### src/lhcd_regs.svh
// Encodings, field positions, command codes, reset values and cycle counts of the command decoder.
`ifndef LHCD_REGS_SVH
`define LHCD_REGS_SVH

// ==========================================================================
// Register select and direction encodings
`define LHCD_SEL_INSTR      1'b0
`define LHCD_SEL_DATA       1'b1
`define LHCD_DIR_WRITE      1'b0
`define LHCD_DIR_READ       1'b1

// ==========================================================================
// Control byte fields on the serial link
`define LHCD_CTRL_MORE_BIT  7
`define LHCD_CTRL_SEL_BIT   6

// ==========================================================================
// Function set fields
`define LHCD_FS_WIDTH_BIT   4
`define LHCD_FS_LINES_BIT   2
`define LHCD_FS_MUX_BIT     1
`define LHCD_FS_EXT_BIT     0

// ==========================================================================
// Command codes
`define LHCD_CMD_NOP        8'h00
`define LHCD_CMD_CLEAR      8'h01
`define LHCD_BLANK_CHAR     8'h20

// ==========================================================================
// Execution times in oscillator cycles
`define LHCD_CYC_SHORT      8'h03
`define LHCD_CYC_CLEAR      8'hA5
`define LHCD_CYC_STATUS     8'h00

// ==========================================================================
// Reset values
`define LHCD_RST_ENTRY_INC  1'b1
`define LHCD_RST_WIDTH      1'b1

`endif

### src/lhcd_pkg.sv
// Types shared by the command decoder modules.
package lhcd_pkg;

	// Host request as seen by the decoder core.
	typedef struct packed {
		logic       valid;
		logic       reg_sel;
		logic       rd;
		logic [7:0] data;
	} lhcd_req_t;

	// Serial control byte tracker state.
	typedef struct packed {
		logic expect_ctrl;
		logic more;
		logic reg_sel;
	} lhcd_ser_t;

	// Display configuration held by the decoder.
	typedef struct packed {
		logic       bus_width_sel;
		logic       two_lines;
		logic       low_mux_sel;
		logic       ext_mode;
		logic       entry_inc;
		logic       entry_shift;
		logic       display_on;
		logic       cursor_on;
		logic       cursor_blink;
		logic       screen_l;
		logic       disp_p;
		logic       disp_q;
		logic       symbol_only_mode;
		logic       symbol_blink;
		logic       direct_drive;
		logic       tempco_hi;
		logic       tempco_lo;
		logic       pump_hi;
		logic       pump_lo;
		logic [5:0] level_a;
		logic [5:0] level_b;
	} lhcd_cfg_t;

	// Whole state of the decoder core.
	typedef struct packed {
		logic [7:0] busy_cnt;
		logic [6:0] ac;
		logic [7:0] ir;
		logic [7:0] data_reg;
		logic [7:0] rdata;
		logic       sel_glyph;
		logic       fetch_req;
		logic       fetch_load;
		logic       clearing;
		logic [6:0] clr_idx;
		logic       shift_pulse;
		logic       shift_left;
		logic       home_pulse;
		lhcd_cfg_t  cfg;
	} lhcd_core_t;

endpackage

### src/lhcd_core.sv
// Command decoder core of the character display controller.
// How it works
// RL1: Two 8-bit registers: command and data.
// RL2: Select 0 command, 1 data register.
// RL3: Direction bit 0 write, 1 read.
// RL4: Command read returns busy and counter.
// RL5: Data register is readable and writable.
// RL6: Serial host precedes payload with control byte.
// RL7: Control bit 7 set means more follow.
// RL8: Control bit 6 selects register, rest zero.
// RL9: Serial direction comes from address byte.
// RL10: Busy high during whole execution.
// RL11: While busy only status read executes.
// RL12: Host polls busy or waits maximum time.
// RL13: Execution 3 cycles, clear 165, status 0.
// RL14: Command bits map straight to bus lines.
// RL15: Set-select bit chooses extended or standard.
// RL16: Nop and function set in both modes.
// RL17: Standard mode command decode.
// RL18: Extended mode command decode.
// RL19: Data register prefetched before a read.
// RL20: Address steps by one after writes.
// RL21: Display shifts with each text write.
// RL22: Cursor shown at counter text position.
// RL23: Function set width, lines, mux, set.
// RL24: Busy on line 7, counter below.
// RL25: Counter steps after read or write.
// RL26: After read, step and refill data.
// RL27: Reserved extended code changes nothing.
// RL28: Down-counter holds busy while non-zero.
`include "lhcd_regs.svh"
module lhcd_core
	import lhcd_pkg::*;
(
	// Clock and reset
	input  wire logic       ref_clk,
	input  wire logic       rst_n,
	// Parallel host port
	input  wire logic       par_stb,
	input  wire logic       par_reg_sel,
	input  wire logic       par_rd,
	input  wire logic [7:0] par_wdata,
	// Serial host port
	input  wire logic       ser_start,
	input  wire logic       ser_rw,
	input  wire logic       ser_valid,
	input  wire logic [7:0] ser_byte,
	input  wire logic       ser_rd_req,
	// Read data and status
	output logic [7:0]      host_rdata,
	output logic            busy_bit,
	output logic [6:0]      addr_counter,
	// Display side
	output lhcd_cfg_t       cfg,
	output logic            disp_shift_pulse,
	output logic            disp_shift_left,
	output logic            home_pulse,
	output logic            cursor_underline,
	output logic            cursor_blinking,
	output logic [6:0]      cursor_addr
);

	// ======================================================================
	// Request merge
	lhcd_req_t ser_req;
	lhcd_req_t req;

	lhcd_ser u_ser (
		.ref_clk    (ref_clk),
		.rst_n      (rst_n),
		.ser_start  (ser_start),
		.ser_rw     (ser_rw),
		.ser_valid  (ser_valid),
		.ser_byte   (ser_byte),
		.ser_rd_req (ser_rd_req),
		.req        (ser_req)
	);

	always_comb begin
		if (par_stb) begin
			// RL14: bus lines map to command bits.
			req = '{valid: 1'b1, reg_sel: par_reg_sel, rd: par_rd, data: par_wdata};
		end else begin
			req = ser_req;
		end
	end

	// ======================================================================
	// Text and glyph RAM
	logic       ram_we;
	logic [7:0] ram_addr;
	logic [7:0] ram_wdata;
	logic [7:0] ram_rdata;

	lhcd_ram #(.AW(8)) u_ram (
		.ref_clk (ref_clk),
		.we      (ram_we),
		.addr    (ram_addr),
		.wdata   (ram_wdata),
		.rdata   (ram_rdata)
	);

	// ======================================================================
	// Decoder state
	lhcd_core_t s;
	lhcd_core_t next_s;
	logic       busy;
	logic       acc_cmd;
	logic       acc_wr;
	logic       acc_rd;
	logic       acc_stat;
	logic       acc_clear;
	logic       acc_short;
	logic       acc_fset;
	logic [7:0] c;
	logic [6:0] ac_step;

	// RL28: busy while counter non-zero.
	assign busy = (s.busy_cnt != 8'h00);
	assign c = req.data;
	assign ac_step = s.cfg.entry_inc ? s.ac + 7'h01 : s.ac - 7'h01;

	// RL2 RL3: select and direction.
	// RL11: only status read while busy.
	assign acc_cmd  = req.valid && !busy && req.reg_sel == `LHCD_SEL_INSTR && req.rd == `LHCD_DIR_WRITE;
	assign acc_wr   = req.valid && !busy && req.reg_sel == `LHCD_SEL_DATA && req.rd == `LHCD_DIR_WRITE;
	assign acc_rd   = req.valid && !busy && req.reg_sel == `LHCD_SEL_DATA && req.rd == `LHCD_DIR_READ;
	assign acc_stat = req.valid && req.reg_sel == `LHCD_SEL_INSTR && req.rd == `LHCD_DIR_READ;
	assign acc_clear = acc_cmd && !s.cfg.ext_mode && c == `LHCD_CMD_CLEAR;
	assign acc_fset  = acc_cmd && c[7:5] == 3'b001 && !c[3];

	always_comb begin
		next_s = s;
		acc_short = 1'b0;
		ram_we = 1'b0;
		ram_addr = {s.sel_glyph, s.ac};
		ram_wdata = req.data;
		next_s.shift_pulse = 1'b0;
		next_s.home_pulse = 1'b0;
		next_s.fetch_req = 1'b0;
		next_s.fetch_load = s.fetch_req;
		// RL13: counter runs down each cycle.
		if (busy) begin
			next_s.busy_cnt = s.busy_cnt - 8'h01;
		end
		// Clear fills the text RAM with blanks.
		if (s.clearing) begin
			ram_we = 1'b1;
			ram_addr = {1'b0, s.clr_idx};
			ram_wdata = `LHCD_BLANK_CHAR;
			next_s.clr_idx = s.clr_idx + 7'h01;
			next_s.clearing = (s.clr_idx != 7'h7F);
		end else if (s.fetch_req) begin
			ram_addr = {s.sel_glyph, s.ac};
		end
		// RL26: refill data register from RAM.
		if (s.fetch_load) begin
			next_s.data_reg = ram_rdata;
		end
		// RL4: status read, takes no time.
		if (acc_stat) begin
			// RL24: busy on line 7, counter below.
			next_s.rdata = {busy, s.ac};
		end
		// RL5: data register read and write.
		if (acc_rd) begin
			// RL19: read returns prefetched byte.
			next_s.rdata = s.data_reg;
			// RL25: step after read.
			next_s.ac = ac_step;
			next_s.fetch_req = 1'b1;
			acc_short = 1'b1;
		end
		if (acc_wr && !s.clearing) begin
			ram_we = 1'b1;
			ram_addr = {s.sel_glyph, s.ac};
			// RL20: step after write.
			next_s.ac = ac_step;
			// RL21: shift with text write.
			if (s.cfg.entry_shift && !s.sel_glyph) begin
				next_s.shift_pulse = 1'b1;
				next_s.shift_left = s.cfg.entry_inc;
			end
			acc_short = 1'b1;
		end
		// RL1: command register latches accepted codes.
		if (acc_cmd) begin
			next_s.ir = c;
			// RL16: common commands.
			if (c == `LHCD_CMD_NOP) begin
				acc_short = 1'b1;
			end else if (acc_fset) begin
				// RL23: function set fields.
				next_s.cfg.bus_width_sel = c[`LHCD_FS_WIDTH_BIT];
				next_s.cfg.two_lines = c[`LHCD_FS_LINES_BIT];
				next_s.cfg.low_mux_sel = c[`LHCD_FS_MUX_BIT];
				// RL15: instruction set select.
				next_s.cfg.ext_mode = c[`LHCD_FS_EXT_BIT];
				acc_short = 1'b1;
			end else if (!s.cfg.ext_mode) begin
				// RL17: standard mode decode.
				if (c == `LHCD_CMD_CLEAR) begin
					next_s.ac = 7'h00;
					next_s.sel_glyph = 1'b0;
					next_s.clearing = 1'b1;
					next_s.clr_idx = 7'h00;
					next_s.cfg.entry_inc = 1'b1;
				end else if (c[7:1] == 7'b0000001) begin
					next_s.ac = 7'h00;
					next_s.sel_glyph = 1'b0;
					next_s.home_pulse = 1'b1;
					acc_short = 1'b1;
				end else if (c[7:2] == 6'b000001) begin
					next_s.cfg.entry_inc = c[1];
					next_s.cfg.entry_shift = c[0];
					acc_short = 1'b1;
				end else if (c[7:3] == 5'b00001) begin
					next_s.cfg.display_on = c[2];
					next_s.cfg.cursor_on = c[1];
					next_s.cfg.cursor_blink = c[0];
					acc_short = 1'b1;
				end else if (c[7:4] == 4'b0001 && c[1:0] == 2'b00) begin
					if (c[3]) begin
						next_s.shift_pulse = 1'b1;
						next_s.shift_left = !c[2];
					end else begin
						next_s.ac = c[2] ? s.ac + 7'h01 : s.ac - 7'h01;
					end
					acc_short = 1'b1;
				end else if (c[7:6] == 2'b01) begin
					next_s.ac = {s.ac[6], c[5:0]};
					next_s.sel_glyph = 1'b1;
					next_s.fetch_req = 1'b1;
					acc_short = 1'b1;
				end else if (c[7]) begin
					next_s.ac = c[6:0];
					next_s.sel_glyph = 1'b0;
					next_s.fetch_req = 1'b1;
					acc_short = 1'b1;
				end
			end else begin
				// RL18: extended mode decode.
				if (c[7:1] == 7'b0000001) begin
					next_s.cfg.screen_l = c[0];
					acc_short = 1'b1;
				end else if (c[7:2] == 6'b000001) begin
					next_s.cfg.disp_p = c[1];
					next_s.cfg.disp_q = c[0];
					acc_short = 1'b1;
				end else if (c[7:3] == 5'b00001) begin
					next_s.cfg.symbol_only_mode = c[2];
					next_s.cfg.symbol_blink = c[1];
					next_s.cfg.direct_drive = c[0];
					acc_short = 1'b1;
				end else if (c[7:2] == 6'b000100) begin
					next_s.cfg.tempco_hi = c[1];
					next_s.cfg.tempco_lo = c[0];
					acc_short = 1'b1;
				end else if (c[7:2] == 6'b010000) begin
					next_s.cfg.pump_hi = c[1];
					next_s.cfg.pump_lo = c[0];
					acc_short = 1'b1;
				end else if (c[7]) begin
					if (c[6]) begin
						next_s.cfg.level_b = c[5:0];
					end else begin
						next_s.cfg.level_a = c[5:0];
					end
					acc_short = 1'b1;
				end
				// RL27: reserved code falls through untouched.
			end
		end
		// RL10: busy for the execution time.
		if (acc_clear) begin
			next_s.busy_cnt = `LHCD_CYC_CLEAR;
		end else if (acc_short) begin
			next_s.busy_cnt = `LHCD_CYC_SHORT;
		end
	end

	always_ff @(posedge ref_clk or negedge rst_n) begin
		if (!rst_n) begin
			s <= '0;
			s.cfg.entry_inc <= `LHCD_RST_ENTRY_INC;
			s.cfg.bus_width_sel <= `LHCD_RST_WIDTH;
		end else begin
			s <= next_s;
		end
	end

	// ======================================================================
	// Outputs
	assign host_rdata = s.rdata;
	assign busy_bit = busy;
	assign addr_counter = s.ac;
	assign cfg = s.cfg;
	assign disp_shift_pulse = s.shift_pulse;
	assign disp_shift_left = s.shift_left;
	assign home_pulse = s.home_pulse;
	// RL22: cursor at counter text position.
	assign cursor_underline = s.cfg.cursor_on && s.cfg.display_on;
	assign cursor_blinking = s.cfg.cursor_blink && s.cfg.display_on;
	assign cursor_addr = s.ac;
endmodule

### src/lhcd_ram.sv
// Combined text and glyph RAM with registered read data.
module lhcd_ram
	import lhcd_pkg::*;
#(
	parameter int AW = 8
) (
	// Clock
	input  wire logic          ref_clk,
	// Access
	input  wire logic          we,
	input  wire logic [AW-1:0] addr,
	input  wire logic [7:0]    wdata,
	output logic      [7:0]    rdata
);

	logic [7:0] mem [0:(1<<AW)-1];

	always_ff @(posedge ref_clk) begin
		if (we) begin
			mem[addr] <= wdata;
		end
		rdata <= mem[addr];
	end

endmodule

### src/lhcd_ser.sv
// Serial link front end that splits control bytes from payload bytes.
module lhcd_ser
	import lhcd_pkg::*;
(
	// Clock and reset
	input  wire logic       ref_clk,
	input  wire logic       rst_n,
	// Byte stream from the serial link
	input  wire logic       ser_start,
	input  wire logic       ser_rw,
	input  wire logic       ser_valid,
	input  wire logic [7:0] ser_byte,
	input  wire logic       ser_rd_req,
	// Request to the core
	output lhcd_req_t       req
);

	lhcd_ser_t s;
	lhcd_ser_t next_s;

	always_comb begin
		next_s = s;
		req = '0;
		if (ser_start) begin
			next_s.expect_ctrl = 1'b1;
			next_s.more = 1'b1;
		end else if (ser_valid && !ser_rw) begin
			if (s.expect_ctrl) begin
				// RL7: continuation bit.
				next_s.more = ser_byte[`LHCD_CTRL_MORE_BIT];
				// RL8: register select bit.
				next_s.reg_sel = ser_byte[`LHCD_CTRL_SEL_BIT];
				next_s.expect_ctrl = 1'b0;
			end else begin
				// RL6: payload after control byte.
				req.valid = 1'b1;
				req.reg_sel = s.reg_sel;
				req.rd = `LHCD_DIR_WRITE;
				req.data = ser_byte;
				next_s.expect_ctrl = s.more;
			end
		end else if (ser_rd_req && ser_rw) begin
			// RL9: direction from address byte.
			req.valid = 1'b1;
			req.reg_sel = s.reg_sel;
			req.rd = `LHCD_DIR_READ;
		end
	end

	always_ff @(posedge ref_clk or negedge rst_n) begin
		if (!rst_n) begin
			s <= '0;
		end else begin
			s <= next_s;
		end
	end

endmodule
### config.mk
export PLATFORM = sky130hd
export DESIGN_NAME = lhcd_core
export DESIGN_NICKNAME = d
export VERILOG_FILES = /design/src/lhcd_pkg.sv /design/src/lhcd_core.sv /design/src/lhcd_ram.sv /design/src/lhcd_ser.sv
export VERILOG_INCLUDE_DIRS = /design/src
export SDC_FILE = /design/constraint.sdc
export NUM_CORES = 2
export LEC_CHECK = 0
export BUFFER_PORTS_ARGS = -buffer_cell sky130_fd_sc_hd__buf_2
export CORE_AREA = 3 3 619 559
export CTS_CLUSTER_DIAMETER = 50
export DETAILED_ROUTE_END_ITERATION = 10
export DIE_AREA = 0 0 622 562
export GPL_TIMING_DRIVEN = 0
export PLACE_DENSITY = 0.49
export SLEW_MARGIN = 20
export SYNTH_ARGS = -nofsm -noshare
export SYNTH_HDL_FRONTEND = slang
export SYNTH_SLANG_ARGS = --single-unit
### constraint.sdc
create_clock -name ref_clk -period 22.9 [get_ports ref_clk]
set_input_delay 4.58 -clock ref_clk [delete_from_list [all_inputs] [get_ports ref_clk]]
set_output_delay 4.58 -clock ref_clk [all_outputs]
set_load 0.005 [all_outputs]
---- Yosys cells after proc, flatten, opt, wreduce, memory -nomap -nowiden ----
Memory sizes are Yosys's and may differ from the RTL's. A register that Yosys moved wholly into a read port is not among the register bits.
Index checks and enable logic that the tools add are counted.
cells by class
  add/subtract/negate cells ............... 4
  multipliers ............................. 0
  divide/modulo/power cells ............... 0
  $lt $le $gt $ge ......................... 0
  equality and inequality tests ........... 15
  shift operators ......................... 0
  muxes and demuxes ....................... 107
  bitwise logic cells ..................... 13
  reductions and logical operators ........ 49
operator list
  cell                   number
  $mux W7                15
  $mux W8                11
  $mux W42               2
  $mux W11               5
  $mux W2                18
  $mux W1                34
  $mux W27               1
  $mux W12               2
  $reduce_and A8 Y1      3
  $mux W22               1
  $reduce_and A11 Y1     2
  $mux W21               1
  $mux W3                7
  $logic_and A1 B1 Y1    19
  $mux W19               1
  $mux W16               1
  $mux W15               1
  $add A7 B1 Y7 const B  2
  $mux W14               1
  $reduce_and A7 Y1      2
  $not A1 Y1             13
  $mux W6                2
  $reduce_and A6 Y1      2
  $mux W5                2
  other kinds (28)       40
storage, ports and cells
  register bits ........................... 87
  bits in latches ......................... 0
  RAM bits ................................ 2,048
  bits in read-only memories .............. 0
  bits of input ports ..................... 25
  output and inout bits ................... 59
  word-level logic and storage cells ...... 227
  memories ................................ 1
memories
  memory     depth  bits a word  rd ports  clocked after memory_dff  write ports  RTL line        RTL
  u_ram.mem  256    8            1         1                         1            lhcd_ram.sv:16  logic [7:0] mem [0:(1<<AW)-1];

---- Depth between registers and ports, before layout ----
  word-level depth ........................ 23
  depth in mapped cells ................... 15
  gate-level depth less buffers ........... 10

---- By module ----
From an unflattened synthesis, not the netlist that was laid out.
unflattened totals
  cell total of the unflattened synthesis .. 4,075
  area, all modules ....................... 83,603.9 um^2
by module, submodules not included
  module     instances  cells each  area each (um^2)  sequential area each (um^2)
  lhcd_ram   1          3,547       78,492.8          61,659.1
  lhcd_core  1          504         4,855.9           1,904.3
  lhcd_ser   1          24          255.2             75.1

---- Worst setup path before layout ----
Ideal clock, no wire load.
  kind .................................... input port to flip-flop
  start point ............................. in par_stb
  end point ............................... mem u_ram.mem[0][0] (data pin)
  library setup time ...................... 1.390 ns
  arrival time ............................ 11.986 ns
  required time ........................... 21.510 ns
  slack ................................... 9.524 ns
  stages .................................. 9
  buffers on the path ..................... 4
  cell sequence ........................... buf_2 -> or4b_1 -> buf_2 -> nor2_1 -> buf_2 -> nand2_1 -> and2_1 -> clkbuf_1 -> nor2_1
on the way
  word-level cells in the longest chain between the ends .. 2
ends and longest elaborated chain
  what                RTL line          RTL
  start: declaration  lhcd_core.sv:39   input wire logic par_stb,
  $mux W11            lhcd_core.sv:80   if (par_stb) begin
  $mux W8             lhcd_core.sv:147  if (s.clearing) begin
  via ram_wdata[0]    lhcd_core.sv:92   logic [7:0] ram_wdata;
  end: declaration    lhcd_ram.sv:16
The timed path passes the listed nets, and every way through them passes these cells.

---- Worst setup path after layout ----
  start point ............................. in par_stb
  end point ............................... mem u_ram.mem[131][3], enable pin
on the way
  word-level cells in the longest chain between the ends .. 8
  elaborated cells on any way between the ends .. 10
  those cells by class .................... mux (5); bitwise (1); reduce/logical (4)
ends and longest elaborated chain
  what                             RTL line          RTL
  $mux W11 *                       lhcd_core.sv:80
  $logic_and A1 B1 Y1              lhcd_core.sv:126  assign acc_wr = req.valid && !busy && req.reg_sel == `LHCD_SEL_DATA && req.rd == `LHCD_DIR_WRITE;
  $logic_and A1 B1 Y1 (no line)    --
  $logic_and A1 B1 Y1 (no line) *  --
  $logic_and A1 B1 Y1 *            lhcd_core.sv:174  if (acc_wr && !s.clearing) begin
  $mux W1                          lhcd_core.sv:174
  $mux W1                          lhcd_ram.sv:19    if (we) begin
  $mux W1 (not written as such)    lhcd_ram.sv:20    mem[addr] <= wdata;
Every way passes the cells marked *; elsewhere a longest branch is shown, timed or not.

==> metrics.csv <==
stage,metric,value,unit
flow_run,cap_violations,0,
global_route,track_usage,0.2478,
global_route,grt_max_degree,65,
pwr,power_density,80.62,nW/um^2
pwr,switching_share,0.2168,
hold_path,hold_class,flip-flop to flip-flop,
yosys,synth_compound_area_frac,0.03693,
worst_setup_path,cp-start-kind,primary input,
yosys,syn_inst,4961,
yosys,synthAdderAreaFrac,0.0007366,
pwr,internal-power,6.449,mW
global_route,antenna_found_initial,70,
clock_tree,hold_buffers,0,
worst_setup_path,path_max_fanout,10,
timing,rsz0062_at_grt,no,
floorplan,start_util,0.2499,
yosys,synth_mux_area_frac,0.1114,
clock_tree,cts_root_buf,clkbuf_16,
floorplan,core_area,339800,um^2
yosys,syn-num-nets,4991,
yosys,synth_top_family_by_area,multiplexers,
placement,globalplace.congestion,1.039,
yosys,synth_flop_cell,edfxtp_1,
floorplan,row_count,203,
yosys,synth_xor_area_frac,0.002372,
yosys,synth_top_area_share,0.7241,
yosys,ys_seq_elements,2135,
clock_tree,cts_resized,0,
yosys,synthTopCellsByCount,"edfxtp_1, nand2_1, nor2_1",
yosys,ys_seq_area_frac,0.7492,
route,via_per_inst,5.635,
route,postRouteAntennaNets,0,
global_route,first_global_vias,51200,
route,wl_per_cell,44.07,um
global_route,grt_pass1_wl,560100,um
clock_tree,cts_buffer_depth,4,
timing,skew,0.1277,ns
cells_and_area,layout-drive-gt1-share,0.2445,
clock_tree,clk_latency,0.98,ns
global_route,overflow,0,
clock_tree,cts_tree,yes,
timing,period_minus_slack,9.737,ns
floorplan,dieWidth,622,um
placement,portBuffers,82,
timing,worst_slew_pin_slew,1.414,ns
pwr,vdd_drop_max,71.83,uV
yosys,ys_warn_count,0,
clock_tree,htreeDepth,4,
timing,slew_viol_final,0,
timing,whs,0.3495,ns
worst_setup_path,critPathCaptureType,flip-flop,
clock_tree,cts_sinks,2135,
placement,detailed_place_hpwl,320300,um
route,routed_wl,447600,um
pwr,seq_power_share,0.520,
pwr,total_power,8.234,mW
cells_and_area,area_growth_syn_to_layout,20.25,%
yosys,synth_top_cells_by_area,"edfxtp_1, mux4_2, nand2_1",
worst_setup_path,crit_type,primary input to flip-flop,
yosys,synth_most_common_cell,edfxtp_1,
timing,fmax,102.7,MHz
floorplan,die_height,562,um
timing,final_hold_viol_count,0,
worst_setup_path,worstPathRequired,23.42,ns
clock_tree,post-cts-setup-buffers,0,
cells_and_area,fin_area,102100,um^2
run_status,status,"finished, final reports clean",
yosys,netlist_area,84940,um^2
pwr,p_leak,33.61,nW
pwr,combinationalPowerShare,0.018,
yosys,syn_avg_cell_area,17.12,um^2
yosys,synthSimpleGateAreaFrac,0.07746,
floorplan,io-pin-count,84,
cells_and_area,fin_nets,5461,
clock_tree,cts.clk_slew.worst_paths,0.06,ns
route,firstDrtPassIters,9,
cells_and_area,final_core_util,0.3005,
clock_tree,cts_buffers,238,
pwr,p_sw,1.785,mW
yosys,synth.largest_area_cell,edfxtp_1,
timing,slew_headroom,0.04753,
yosys,yosys.cell_types.count,83,
route,drt_drc_violations_left,0,
timing,fin_crit_sh,0.4252,
worst_setup_path,crit_arrival,10.26,ns
pwr,clkPwrFrac,0.462,
placement,dpl_cell_area,94450,um^2
yosys,synth_edf_count,2048,
route,vias,57230,
floorplan,dieArea,349600,um^2
timing,setup_violations,0,
route,drt_iter0_drc,11970,
yosys,async_flop_share,0.03700,
-- cell families after synthesis --
kind of cell,after synthesis
AOI/OAI and AO/OA,439
muxes,499
adders and majority gates,5
xor gates and xnor gates,23
DFF,2135
and+or+nand+nor,1501
buffers and inverters,359
-- metrics by stage --
step	setup slack, ns	setup TNS [ns]	cells
6_report	13.16	0	10160
5_1_grt	13.22	0	10120
4_1_cts	13.45	0	10110
3_5_place_dp	12.50	0	9696
3_3_place_gp	-0.1357	-15.72	9553
2_1_floorplan	9.524	0	4961
-- final cells by class --
class	count	area, um^2
inverter	15	56.30
buffer	344	1918
tap	4510	5643
antenna	38	95.09
timing repair buffer	230	3268
clock inverter	139	1329
multi-input combinational	2467	20010
fill	33510	237700
clock buffer	278	6180
sequential	2135	63640
-- worst max-delay path, stage by stage --
cell      delay (ns)
buf_2           0.20
clkbuf_1        0.41
clkbuf_1        0.45
o211ai_1        0.24
nor2_1          0.58
o21ai_0         0.60
nor2_1          0.58
nand2_1         0.74
clkbuf_2        0.70
nor2_1          1.11
-- power by group through the flow --
stage	combinational (mW)	clock (mW)	sequential, mW
floorplan	0.0477	0	4.39
global placement	0.100	0	4.42
detailed placement	0.143	0	4.37
CTS	0.143	3.81	4.28
global route	0.152	3.96	4.28
finish	0.146	3.80	4.28
-- sequential cells by signal, summed over array words and instances (netlist names) --
register          cells
addr_counter          7
cfg                  31
disp_shift_left       1
disp_shift_pulse      1
home_pulse            1
host_rdata            8
next_s                1
s                    26
u_ram.mem          2048
u_ram.rdata           8
u_ser.s               3
-- cells in the final DEF, fill, tap and decap left out, types with 58 or more instances in the layout --
cell type | Yosys | final
a21oi_1 | 93 | 93
nand2_1 | 627 | 627
buf_2 | 104 | 201
nor2_2 | 0 | 90
clkbuf_2 | 0 | 58
nand3_1 | 261 | 260
clkbuf_1 | 122 | 99
mux2i_1 | 115 | 112
clkbuf_16 | 0 | 241
dfrtp_1 | 77 | 77
mux4_2 | 352 | 352
nor2_1 | 388 | 289
nand4_1 | 95 | 95
edfxtp_1 | 2048 | 2048
buf_4 | 80 | 98
-- final timing paths --
path                       startpoint                end  slack [ns]  depth (start not counted)
setup reg to reg                s[35]     u_ram.rdata[5]       14.24                         12
hold reg to reg            next_s[42]              s[42]        0.35                          0
max in group asynchronous       rst_n            cfg[30]       18.61                          2
hold / removal             next_s[42]              s[42]        0.35                          0
min in group asynchronous       rst_n         home_pulse        3.62                          1
setup / recovery              par_stb  u_ram.mem[131][3]       13.16                         10
-- per-layer routing --
metal | vias up | part of all wire | global-route usage
met3 | 897 | 0.14 | 0.09264
met4 | 12 | 0.059 | 0.1262
met2 | 4940 | 0.41 | 0.3444
met5 | - | 0.00017 | 0
li1 | 20650 | - | -
met1 | 30730 | 0.39 | 0.3354
Note: power is estimated with default switching activity, not from simulation.
